`config.mk`:
```
export PLATFORM = sky130hd
export DESIGN_NAME = pwg_top
export DESIGN_NICKNAME = d
export VERILOG_FILES = /design/src/common/pwg_pkg.sv /design/src/logic/pwg_gen.sv /design/src/logic/pwg_top.sv
export SDC_FILE = /design/constraint.sdc
export NUM_CORES = 1
export LEC_CHECK = 0
export ABC_CLOCK_PERIOD_IN_PS = 5700
export BUFFER_PORTS_ARGS = -buffer_cell sky130_fd_sc_hd__buf_2
export CAP_MARGIN = 20
export CORE_MARGIN = 3
export CORE_UTILIZATION = 40
export CTS_CLUSTER_DIAMETER = 200
export DETAILED_ROUTE_END_ITERATION = 10
export PLACE_DENSITY = 0.64
export SLEW_MARGIN = 40
export SYNTH_ARGS = -nofsm -noshare
export SYNTH_HDL_FRONTEND = slang
export SYNTH_HIERARCHICAL = 1
export SYNTH_SLANG_ARGS = --single-unit
```
`constraint.sdc`:
```
create_clock -name i_mclk -period 5.7 [get_ports i_mclk]
set_input_delay 1.425 -clock i_mclk [delete_from_list [all_inputs] [get_ports i_mclk]]
set_output_delay 1.425 -clock i_mclk [all_outputs]
set_load 0.01 [all_outputs]
```
`src/common/pwg_pkg.sv`:
```
// Shared constants for the multi-generator PWM block
package pwg_pkg;
	// Structure
	localparam int PWG_NGEN = 2; // Number of generators
	localparam int PWG_AW = 8; // Byte address width
	localparam int PWG_DW = 32; // Bus data width
	localparam int PWG_CW = 16; // Counter and compare width
	localparam int PWG_NISC = 3; // Status bits per generator
	localparam int PWG_DIVW = 3; // Divider field width
	localparam int PWG_PSW = 7; // Prescaler width, holds 2**7-1
	// Global register byte offsets
	localparam logic [7:0] PWG_OFS_CLKCFG = 8'h00;
	localparam logic [7:0] PWG_OFS_SYNC = 8'h04;
	localparam logic [7:0] PWG_OFS_IRQSTAT = 8'h08;
	localparam logic [7:0] PWG_OFS_IRQMASK = 8'h0C;
	// Generator windows
	localparam logic [7:0] PWG_GEN_BASE = 8'h40;
	localparam logic [7:0] PWG_GEN_STRIDE = 8'h20;
	localparam logic [7:0] PWG_GOFS_CTL = 8'h00;
	localparam logic [7:0] PWG_GOFS_LOAD = 8'h04;
	localparam logic [7:0] PWG_GOFS_CMPA = 8'h08;
	localparam logic [7:0] PWG_GOFS_CMPB = 8'h0C;
	localparam logic [7:0] PWG_GOFS_COUNT = 8'h10;
	localparam logic [7:0] PWG_GOFS_ISC = 8'h14;
	// Generator control field positions
	localparam int PWG_CTL_EN = 0;
	localparam int PWG_CTL_LDIE = 1;
	localparam int PWG_CTL_CAIE = 2;
	localparam int PWG_CTL_CBIE = 3;
	localparam int PWG_CTLW = 4;
	// Generator status field positions
	localparam int PWG_ISC_LD = 0;
	localparam int PWG_ISC_CA = 1;
	localparam int PWG_ISC_CB = 2;
	// Divider field position
	localparam int PWG_DIV_LSB = 0;
	// Reset values
	localparam logic [PWG_DIVW-1:0] PWG_RST_DIV = 3'h0;
	localparam logic [PWG_CW-1:0] PWG_RST_CNT = 16'h0000;
	localparam logic [PWG_DW-1:0] PWG_RST_WORD = 32'h00000000;
endpackage : pwg_pkg

```
`src/logic/pwg_gen.sv`:
```
// One PWM generator: down counter, events, and tick-timed status clear
`timescale 1ns/1ns
module pwg_gen import pwg_pkg::*; (
	input wire logic i_mclk,
	input wire logic i_reset,
	input wire logic i_ce,
	input wire logic i_tick,
	input wire logic i_div_zero,
	input wire logic i_sync,
	input wire logic [PWG_CTLW-1:0] i_ctl,
	input wire logic [PWG_CW-1:0] i_load,
	input wire logic [PWG_CW-1:0] i_cmpa,
	input wire logic [PWG_CW-1:0] i_cmpb,
	input wire logic i_isc_wr,
	input wire logic [PWG_NISC-1:0] i_isc_data,
	output logic [PWG_CW-1:0] o_count,
	output logic [PWG_NISC-1:0] o_isc,
	output logic o_irq
);
	logic en_q; // Enable seen last cycle
	logic [PWG_NISC-1:0] fresh; // Bits set since the last counter tick
	logic [PWG_NISC-1:0] pend; // Accepted clears waiting for a tick
	wire en = i_ctl[PWG_CTL_EN];
	wire [PWG_NISC-1:0] ie = {i_ctl[PWG_CTL_CBIE], i_ctl[PWG_CTL_CAIE], i_ctl[PWG_CTL_LDIE]};
	wire step = en & i_tick; // Counter advances only on the divided clock
	// Sync is only certain to land when the divider is bypassed
	wire sync_ok = i_sync & (i_div_zero | i_tick);
	// Spurious load event as the generator is switched on
	wire en_rise = en & ~en_q;
	wire cmp_below = (i_cmpa < i_load) | (i_cmpb < i_load);
	wire spur = en_rise & (i_load != PWG_RST_CNT) & cmp_below;
	// Counter events sampled on a tick, plus the spurious load event on enable
	wire ev_ld = (step & (o_count == PWG_RST_CNT)) | spur;
	wire ev_ca = step & (o_count == i_cmpa);
	wire ev_cb = step & (o_count == i_cmpb);
	wire [PWG_NISC-1:0] ev = {ev_cb, ev_ca, ev_ld} & ie;
	// A clear is refused for bits that have not yet seen a tick
	wire [PWG_NISC-1:0] wr_acc = i_isc_wr ? (i_isc_data & o_isc & ~fresh) : 3'h0;
	wire [PWG_NISC-1:0] clr_now = i_tick ? pend : 3'h0;
	wire [PWG_NISC-1:0] next_isc = (o_isc & ~clr_now) | ev; // Set wins over clear
	wire [PWG_NISC-1:0] next_fresh = (i_tick ? 3'h0 : fresh) | ev;
	wire [PWG_NISC-1:0] next_pend = ((i_tick ? 3'h0 : pend) | wr_acc) & ~ev;
	// Counter next value: sync reload first, then count down and wrap
	wire [PWG_CW-1:0] next_count = sync_ok ? i_load :
		!step ? o_count :
		(o_count == PWG_RST_CNT) ? i_load : o_count - 16'h0001;

	// Counter and enable history
	always_ff @(posedge i_mclk) begin
		if (i_reset) begin
			o_count <= PWG_RST_CNT;
			en_q <= 1'b0;
		end else if (i_ce) begin
			o_count <= next_count;
			en_q <= en;
		end
	end

	// Status, freshness and pending clears
	always_ff @(posedge i_mclk) begin
		if (i_reset) begin
			o_isc <= 3'h0;
			fresh <= 3'h0;
			pend <= 3'h0;
			o_irq <= 1'b0;
		end else if (i_ce) begin
			o_isc <= next_isc;
			fresh <= next_fresh;
			pend <= next_pend;
			o_irq <= |next_isc;
		end
	end
endmodule : pwg_gen

```
`src/logic/pwg_top.sv`:
```
// PWM unit top: Avalon-MM registers, clock divider, generators, interrupt
//
// Summary of operation
// - Enable with valid load/compare raises load interrupt
// - Sync bits reload the selected generator counters
// - Counters run on divided system clock
// - Sync is uncertain when divider is nonzero
// - Status clear lands on next PWM tick
// - Clear before first tick after set ignored
`timescale 1ns/1ns
module pwg_top import pwg_pkg::*; (
	input wire logic i_mclk,
	input wire logic i_reset,
	input wire logic i_ce,
	input wire logic [PWG_AW-1:0] i_address,
	input wire logic i_read,
	input wire logic i_write,
	input wire logic [PWG_DW-1:0] i_writedata,
	output logic [PWG_DW-1:0] o_readdata,
	output logic o_waitrequest,
	output logic o_irq
);
	// Bus handshake states
	typedef enum logic {PWG_IDLE, PWG_ANSWER} pwg_bus_t;
	pwg_bus_t bus_st; // Current handshake state
	pwg_bus_t next_bus_st; // Next handshake state

	// Address match for a generator window, used by write and read decode
	function automatic logic gen_hit(input logic [PWG_AW-1:0] a, input int g,
		input logic [7:0] ofs);
		logic [7:0] base;
		base = PWG_GEN_BASE + 8'(g) * PWG_GEN_STRIDE;
		gen_hit = (a == base + ofs);
	endfunction : gen_hit

	// Software state
	logic [PWG_DIVW-1:0] div; // Divider exponent, step every 2**div clocks
	logic [PWG_NGEN-1:0] irq_stat; // Sticky per-generator interrupt events
	logic [PWG_NGEN-1:0] irq_mask; // Enables onto o_irq
	logic [PWG_CTLW-1:0] ctl [PWG_NGEN]; // Generator control
	logic [PWG_CW-1:0] load [PWG_NGEN]; // Generator period
	logic [PWG_CW-1:0] cmpa [PWG_NGEN]; // Compare A
	logic [PWG_CW-1:0] cmpb [PWG_NGEN]; // Compare B
	logic [PWG_PSW-1:0] presc; // Prescaler for the PWM tick
	logic [PWG_NGEN-1:0] gen_irq_q; // Generator irq last cycle

	// Generator outputs
	logic [PWG_CW-1:0] gcount [PWG_NGEN];
	logic [PWG_NISC-1:0] gisc [PWG_NGEN];
	logic [PWG_NGEN-1:0] gen_irq;

	// The transfer completes on the edge where waitrequest is sampled low
	wire req = i_read | i_write;
	wire act = req & (bus_st == PWG_ANSWER);
	wire wr_act = act & i_write;
	wire rd_act = act & i_read;

	// Global decode
	wire hit_clk = (i_address == PWG_OFS_CLKCFG);
	wire hit_sync = (i_address == PWG_OFS_SYNC);
	wire hit_stat = (i_address == PWG_OFS_IRQSTAT);
	wire hit_mask = (i_address == PWG_OFS_IRQMASK);

	// Divided clock: one tick every 2**div system clocks
	// At-or-above compare: a smaller divider written mid-count ticks at once, no long wrap
	wire [PWG_PSW-1:0] presc_top = PWG_PSW'((1 << div) - 1);
	wire div_zero = (div == PWG_RST_DIV);
	wire tick = div_zero | (presc >= presc_top);
	wire [PWG_PSW-1:0] next_presc = tick ? '0 : presc + 7'h01;

	// Sync strobe, one cycle, per generator
	wire [PWG_NGEN-1:0] sync_wr = (wr_act & hit_sync) ? i_writedata[PWG_NGEN-1:0] : '0;

	// Interrupt status: set wins over the read that clears it
	wire [PWG_NGEN-1:0] gen_rise = gen_irq & ~gen_irq_q;
	// Only bits the read returned are cleared, so an event caught at capture time survives
	wire [PWG_NGEN-1:0] stat_keep = (rd_act & hit_stat) ?
		(irq_stat & ~o_readdata[PWG_NGEN-1:0]) : irq_stat;
	wire [PWG_NGEN-1:0] next_stat = stat_keep | gen_rise;

	// Per-generator decode and read paths
	logic [PWG_NGEN-1:0] g_wr_ctl, g_wr_load, g_wr_cmpa, g_wr_cmpb, g_wr_isc;
	logic [PWG_DW-1:0] g_rd [PWG_NGEN];
	logic [PWG_NGEN-1:0] g_hit_any;

	genvar g;
	generate
		for (g = 0; g < PWG_NGEN; g++) begin : gen_units
			wire h_ctl = gen_hit(i_address, g, PWG_GOFS_CTL);
			wire h_load = gen_hit(i_address, g, PWG_GOFS_LOAD);
			wire h_cmpa = gen_hit(i_address, g, PWG_GOFS_CMPA);
			wire h_cmpb = gen_hit(i_address, g, PWG_GOFS_CMPB);
			wire h_cnt = gen_hit(i_address, g, PWG_GOFS_COUNT);
			wire h_isc = gen_hit(i_address, g, PWG_GOFS_ISC);
			assign g_wr_ctl[g] = wr_act & h_ctl;
			assign g_wr_load[g] = wr_act & h_load;
			assign g_wr_cmpa[g] = wr_act & h_cmpa;
			assign g_wr_cmpb[g] = wr_act & h_cmpb;
			assign g_wr_isc[g] = wr_act & h_isc;
			assign g_hit_any[g] = h_ctl | h_load | h_cmpa | h_cmpb | h_cnt | h_isc;
			// Read select, narrower fields zero-extended
			assign g_rd[g] = h_ctl ? PWG_DW'(ctl[g]) :
				h_load ? PWG_DW'(load[g]) :
				h_cmpa ? PWG_DW'(cmpa[g]) :
				h_cmpb ? PWG_DW'(cmpb[g]) :
				h_cnt ? PWG_DW'(gcount[g]) :
				h_isc ? PWG_DW'(gisc[g]) : PWG_RST_WORD;

			// Generator configuration, written by software
			always_ff @(posedge i_mclk) begin
				if (i_reset) begin
					ctl[g] <= '0;
					load[g] <= PWG_RST_CNT;
					cmpa[g] <= PWG_RST_CNT;
					cmpb[g] <= PWG_RST_CNT;
				end else if (i_ce) begin
					if (g_wr_ctl[g]) ctl[g] <= i_writedata[PWG_CTLW-1:0];
					if (g_wr_load[g]) load[g] <= i_writedata[PWG_CW-1:0];
					if (g_wr_cmpa[g]) cmpa[g] <= i_writedata[PWG_CW-1:0];
					if (g_wr_cmpb[g]) cmpb[g] <= i_writedata[PWG_CW-1:0];
				end
			end

			pwg_gen u_gen (
				.i_mclk(i_mclk),
				.i_reset(i_reset),
				.i_ce(i_ce),
				.i_tick(tick),
				.i_div_zero(div_zero),
				.i_sync(sync_wr[g]),
				.i_ctl(ctl[g]),
				.i_load(load[g]),
				.i_cmpa(cmpa[g]),
				.i_cmpb(cmpb[g]),
				.i_isc_wr(g_wr_isc[g]),
				.i_isc_data(i_writedata[PWG_NISC-1:0]),
				.o_count(gcount[g]),
				.o_isc(gisc[g]),
				.o_irq(gen_irq[g])
			);
		end
	endgenerate

	// Read data mux; unmapped addresses read zero
	logic [PWG_DW-1:0] rd_mux;
	always_comb begin
		rd_mux = PWG_RST_WORD;
		if (hit_clk) rd_mux = PWG_DW'(div);
		else if (hit_stat) rd_mux = PWG_DW'(irq_stat);
		else if (hit_mask) rd_mux = PWG_DW'(irq_mask);
		for (int k = 0; k < PWG_NGEN; k++) begin
			if (g_hit_any[k]) rd_mux = g_rd[k];
		end
	end

	// Handshake: one wait cycle, then answer for one cycle
	always_comb begin
		case (bus_st)
			PWG_IDLE: next_bus_st = req ? PWG_ANSWER : PWG_IDLE;
			PWG_ANSWER: next_bus_st = PWG_IDLE;
			default: next_bus_st = PWG_IDLE;
		endcase
	end

	// Bus outputs; read data captured as the answer is posted
	always_ff @(posedge i_mclk) begin
		if (i_reset) begin
			bus_st <= PWG_IDLE;
			o_waitrequest <= 1'b1;
			o_readdata <= PWG_RST_WORD;
		end else if (i_ce) begin
			bus_st <= next_bus_st;
			o_waitrequest <= (next_bus_st != PWG_ANSWER);
			if (next_bus_st == PWG_ANSWER) o_readdata <= rd_mux;
		end
	end

	// Global registers, prescaler and interrupt output
	always_ff @(posedge i_mclk) begin
		if (i_reset) begin
			div <= PWG_RST_DIV;
			presc <= '0;
			irq_stat <= '0;
			irq_mask <= '0;
			gen_irq_q <= '0;
			o_irq <= 1'b0;
		end else if (i_ce) begin
			if (wr_act & hit_clk) div <= i_writedata[PWG_DIV_LSB +: PWG_DIVW];
			if (wr_act & hit_mask) irq_mask <= i_writedata[PWG_NGEN-1:0];
			presc <= next_presc;
			irq_stat <= next_stat;
			gen_irq_q <= gen_irq;
			o_irq <= |(next_stat & irq_mask);
		end
	end
endmodule : pwg_top

```
==> flow_summary.yaml <==
critical_path:
  cp.required_ns: 6.08
  crit_buf_inv: 2
  critical-path-slowest-cell: "or4_1"
  end_kind: "flop"
  worstPathArrival_ns: 4.88
  cp_slowest_stage_delay_ns: 0.48
  crit_type: "flop to flop"
  startpoint_type: "flop"
  crit_family: "compound AO/OA/AOI/OAI gates"
  cp_cell_sequence: "or3_1, ha_1, nor3_1, a21oi_1, o21a_1, ha_1, o211a_1, o21ai_0, and3_1, o21ai_2, buf_4, o21ai_0, o31ai_2, buf_4, or4_1, o21ai_1, a22oi_1, nor2_1"
  cp_max_fo: 29
layout:
  areaGrowthSynthToFinish_pct: 8.39
  final_layout_size_suffix_gt1_share_pct: 9.92
  nets: 1534
  num_antenna_cells: 0
  stdcell_area_um2: 13700
clocking:
  htreeDepth: 4
  clk_path_buf_depth: 2
  cts_tree: "done"
  numCtsBuffers: 17
  clkTransAtPathRegs_ns: 0.08
  clk_latency_ns: 0.44
  cts_setup_buffers: 0
  post_cts_resized: 0
  ctsHoldBuffers: 0
  root_buffer: "clkbuf_16"
  cts_sinks: 193
sta:
  fin_crit_sh_pct: 79.1
  tns_ns: 0
  finalSetupViolCount: 0
  max_slew_margin_pct: 39.8
  fin_skew_ns: 0.0106
  hold_violations: 0
  worstMarginPinSlew_ns: 0.880
  fmax_mhz: 222
  slew_viol_final: 0
  rsz0062_at_grt: "no"
  finalCriticalPeriod_ns: 4.51
  timing.final.ws_setup_ns: 1.19
pwr:
  p_seq_share_pct: 40.0
  powerDensity_nw_per_um2: 322
  switching_share_pct: 38.5
  vdd.ir_drop.worst_v: 0.000199
  pwr-share-clk_pct: 28.3
  p_leak_nw: 5.09
  combPwrFrac_pct: 31.7
  p_int_mw: 2.71
  power_switching_mw: 1.69
yosys:
  synth.most_common_cell: "o21ai_0"
  synth.avg_cell_area_um2: 8.86
  synth-async-reset-ratio_pct: 0
  yosysWarningCount: 6
  yosys.cell_types.count: 79
  yosysTopAreaCellShare_pct: 24.8
  ys_seq_elements: 193
  synthCells: 1423
  seq_area_frac_synth_pct: 38.9
  ys_top_cells_by_area: "edfxtp_1, dfxtp_1, ha_1, o21ai_0, and2_1"
  ys.flop_type: "edfxtp_1"
  synth_largest_area_cell: "edfxtp_1"
  synth-edff-count: 104
  syn_area_um2: 12600
  synth_commonest_cells: "o21ai_0, edfxtp_1, nor2_1, nand2_1, and2_1"
route:
  via_count: 11100
  wl_met2_mm: 17.6
  dr.pass1.iters: 6
  wl_met3_mm: 3.66
  ant_nets: 0
  routed_via_density: 6.09
  routed_wire_length_per_instance_um: 22.2
  highest_layer: "met4"
  finalWirelength_mm: 40.5
  drtIter0Drc: 1288
  wl_met1_mm: 18.4
  drc: 0
global_routing:
  antenna_found_initial: 0
  grt_pass1_vias: 10400
  grt_pass1_wl_mm: 61.8
  grt_max_degree: 75
  grt_util_all_layers_pct: 23.7
  grt_overflow: 0
run_status:
  status: "completed"
placement:
  dp.final_hpwl_mm: 29.6
  post_dp_cell_area_um2: 13100
  place.port_buffers: 46
  gp_congestion: 0.968
  dp_worst_setup_slack_ns: 1.17
worst_hold_path:
  hp-class: "flop to flop"
flow_run:
  maxCapViolCount: 0
die:
  die_y_um: 184
  io_pins: 79
  rows: 64
  coreArea_um2: 30800
  die_w_um: 184
  die_area_um2: 33700
  initial_core_util_pct: 40.9
placed cells by master, fill, tap and decap left out, types with 47 or more instances in the layout:
master	Yosys	routed
inv_1	47	47
a21oi_1	80	80
and2_1	93	93
o21ai_0	118	114
xnor2_1	51	51
nor2_1	104	100
edfxtp_1	104	104
nand3_1	63	63
ha_1	71	71
dfxtp_1	89	89
nand2_1	95	95
per-layer routing:
metal | up-vias | GRT usage [%]
li1 | 5192 | -
met4 | 0 | 6.64
met2 | 589 | 35.9
met1 | 5284 | 35.5
met3 | 62 | 3.11
met5 | - | 0
registers in the layout, indices dropped and copies added, names as in the netlist, 3 cells and up:
signal                   cells
load                        32
gen_units.u_gen/fresh        6
o_readdata                  16
gen_units.u_gen/o_count     32
div                          3
gen_units.u_gen/pend         6
ctl                          8
cmpa                        32
gen_units.u_gen/o_isc        6
cmpb                        32
presc                        7
power groups by stage:
stage	Sequential [mW]	Combinational, mW	Clock [mW]
CTS	1.75	1.34	1.26
global placement	1.78	1.32	0
finish	1.76	1.40	1.25
detailed placement	1.78	1.34	0
global route	1.77	1.55	1.31
floorplan	1.66	1.17	0
final timing paths:
check / from / endpoint / slack [ns] / cells past startpoint
worst max-delay path: div[1] / gen_units[1].u_gen/o_count[15] / 1.19 / 18
worst min-delay path: gen_units[0].u_gen/fresh[0] / gen_units[0].u_gen/fresh[0] / 0.46 / 2
worst max register to register: div[1] / gen_units[1].u_gen/o_count[15] / 1.19 / 18
worst min register to register: gen_units[0].u_gen/fresh[0] / gen_units[0].u_gen/fresh[0] / 0.46 / 2
area by class of cell:
cell class / count / area (um2)
Fill cell: 2959 / 17200
Multi-Input combinational cell: 1086 / 7070
Sequential cell: 193 / 4900
Tap cell: 396 / 495
Timing Repair Buffer: 73 / 433
Clock buffer: 17 / 425
Inverter: 47 / 176
Clock inverter: 15 / 164
cells by family (layout without fill, tap and decap cells):
| group | count (synthesis) | count (layout) | share of synthesized area [%] |
|---|---|---|---|
| adder cells (fa/ha/maj) | 71 | 71 | 7.04 |
| flip-flops | 193 | 193 | 38.9 |
| AO/OA/AOI/OAI | 369 | 369 | 18.3 |
| buffers and inverters | 159 | 152 | 6.17 |
| XOR/XNOR | 73 | 73 | 5.07 |
| other | 1 | 16 | 0.0297 |
| multiplexers | 15 | 15 | 1.22 |
| AND/OR/NAND/NOR | 542 | 542 | 23.3 |
stage by stage:
stage | power, mW | cells | util (%) | hold WS [ns]
6_report | 4.40 | 1827 | 44.3 | 0.460
5_1_grt | 4.63 | 1827 | 44.3 | 0.486
4_1_cts | 4.35 | 1827 | 44.2 | 0.462
3_5_place_dp | 3.12 | 1795 | 42.3 | 0.444
3_3_place_gp | 3.10 | 1795 | 42.3 | 0.437
2_1_floorplan | 2.83 | 1438 | - | 0.425
worst register-to-register path, cell delays in order, from the launching register on:
cell and delay [ns]:
dfxtp_1 0.38, or3_1 0.44, ha_1 0.32, nor3_1 0.16, a21oi_1 0.06, o21a_1 0.18, ha_1 0.27, o211a_1 0.22
o21ai_0 0.06, and3_1 0.23, o21ai_2 0.26, buf_4 0.28, o21ai_0 0.44, o31ai_2 0.13, buf_4 0.24, or4_1 0.49
o21ai_1 0.10, a22oi_1 0.10, nor2_1 0.09
Power figures use the tool's default switching activity.
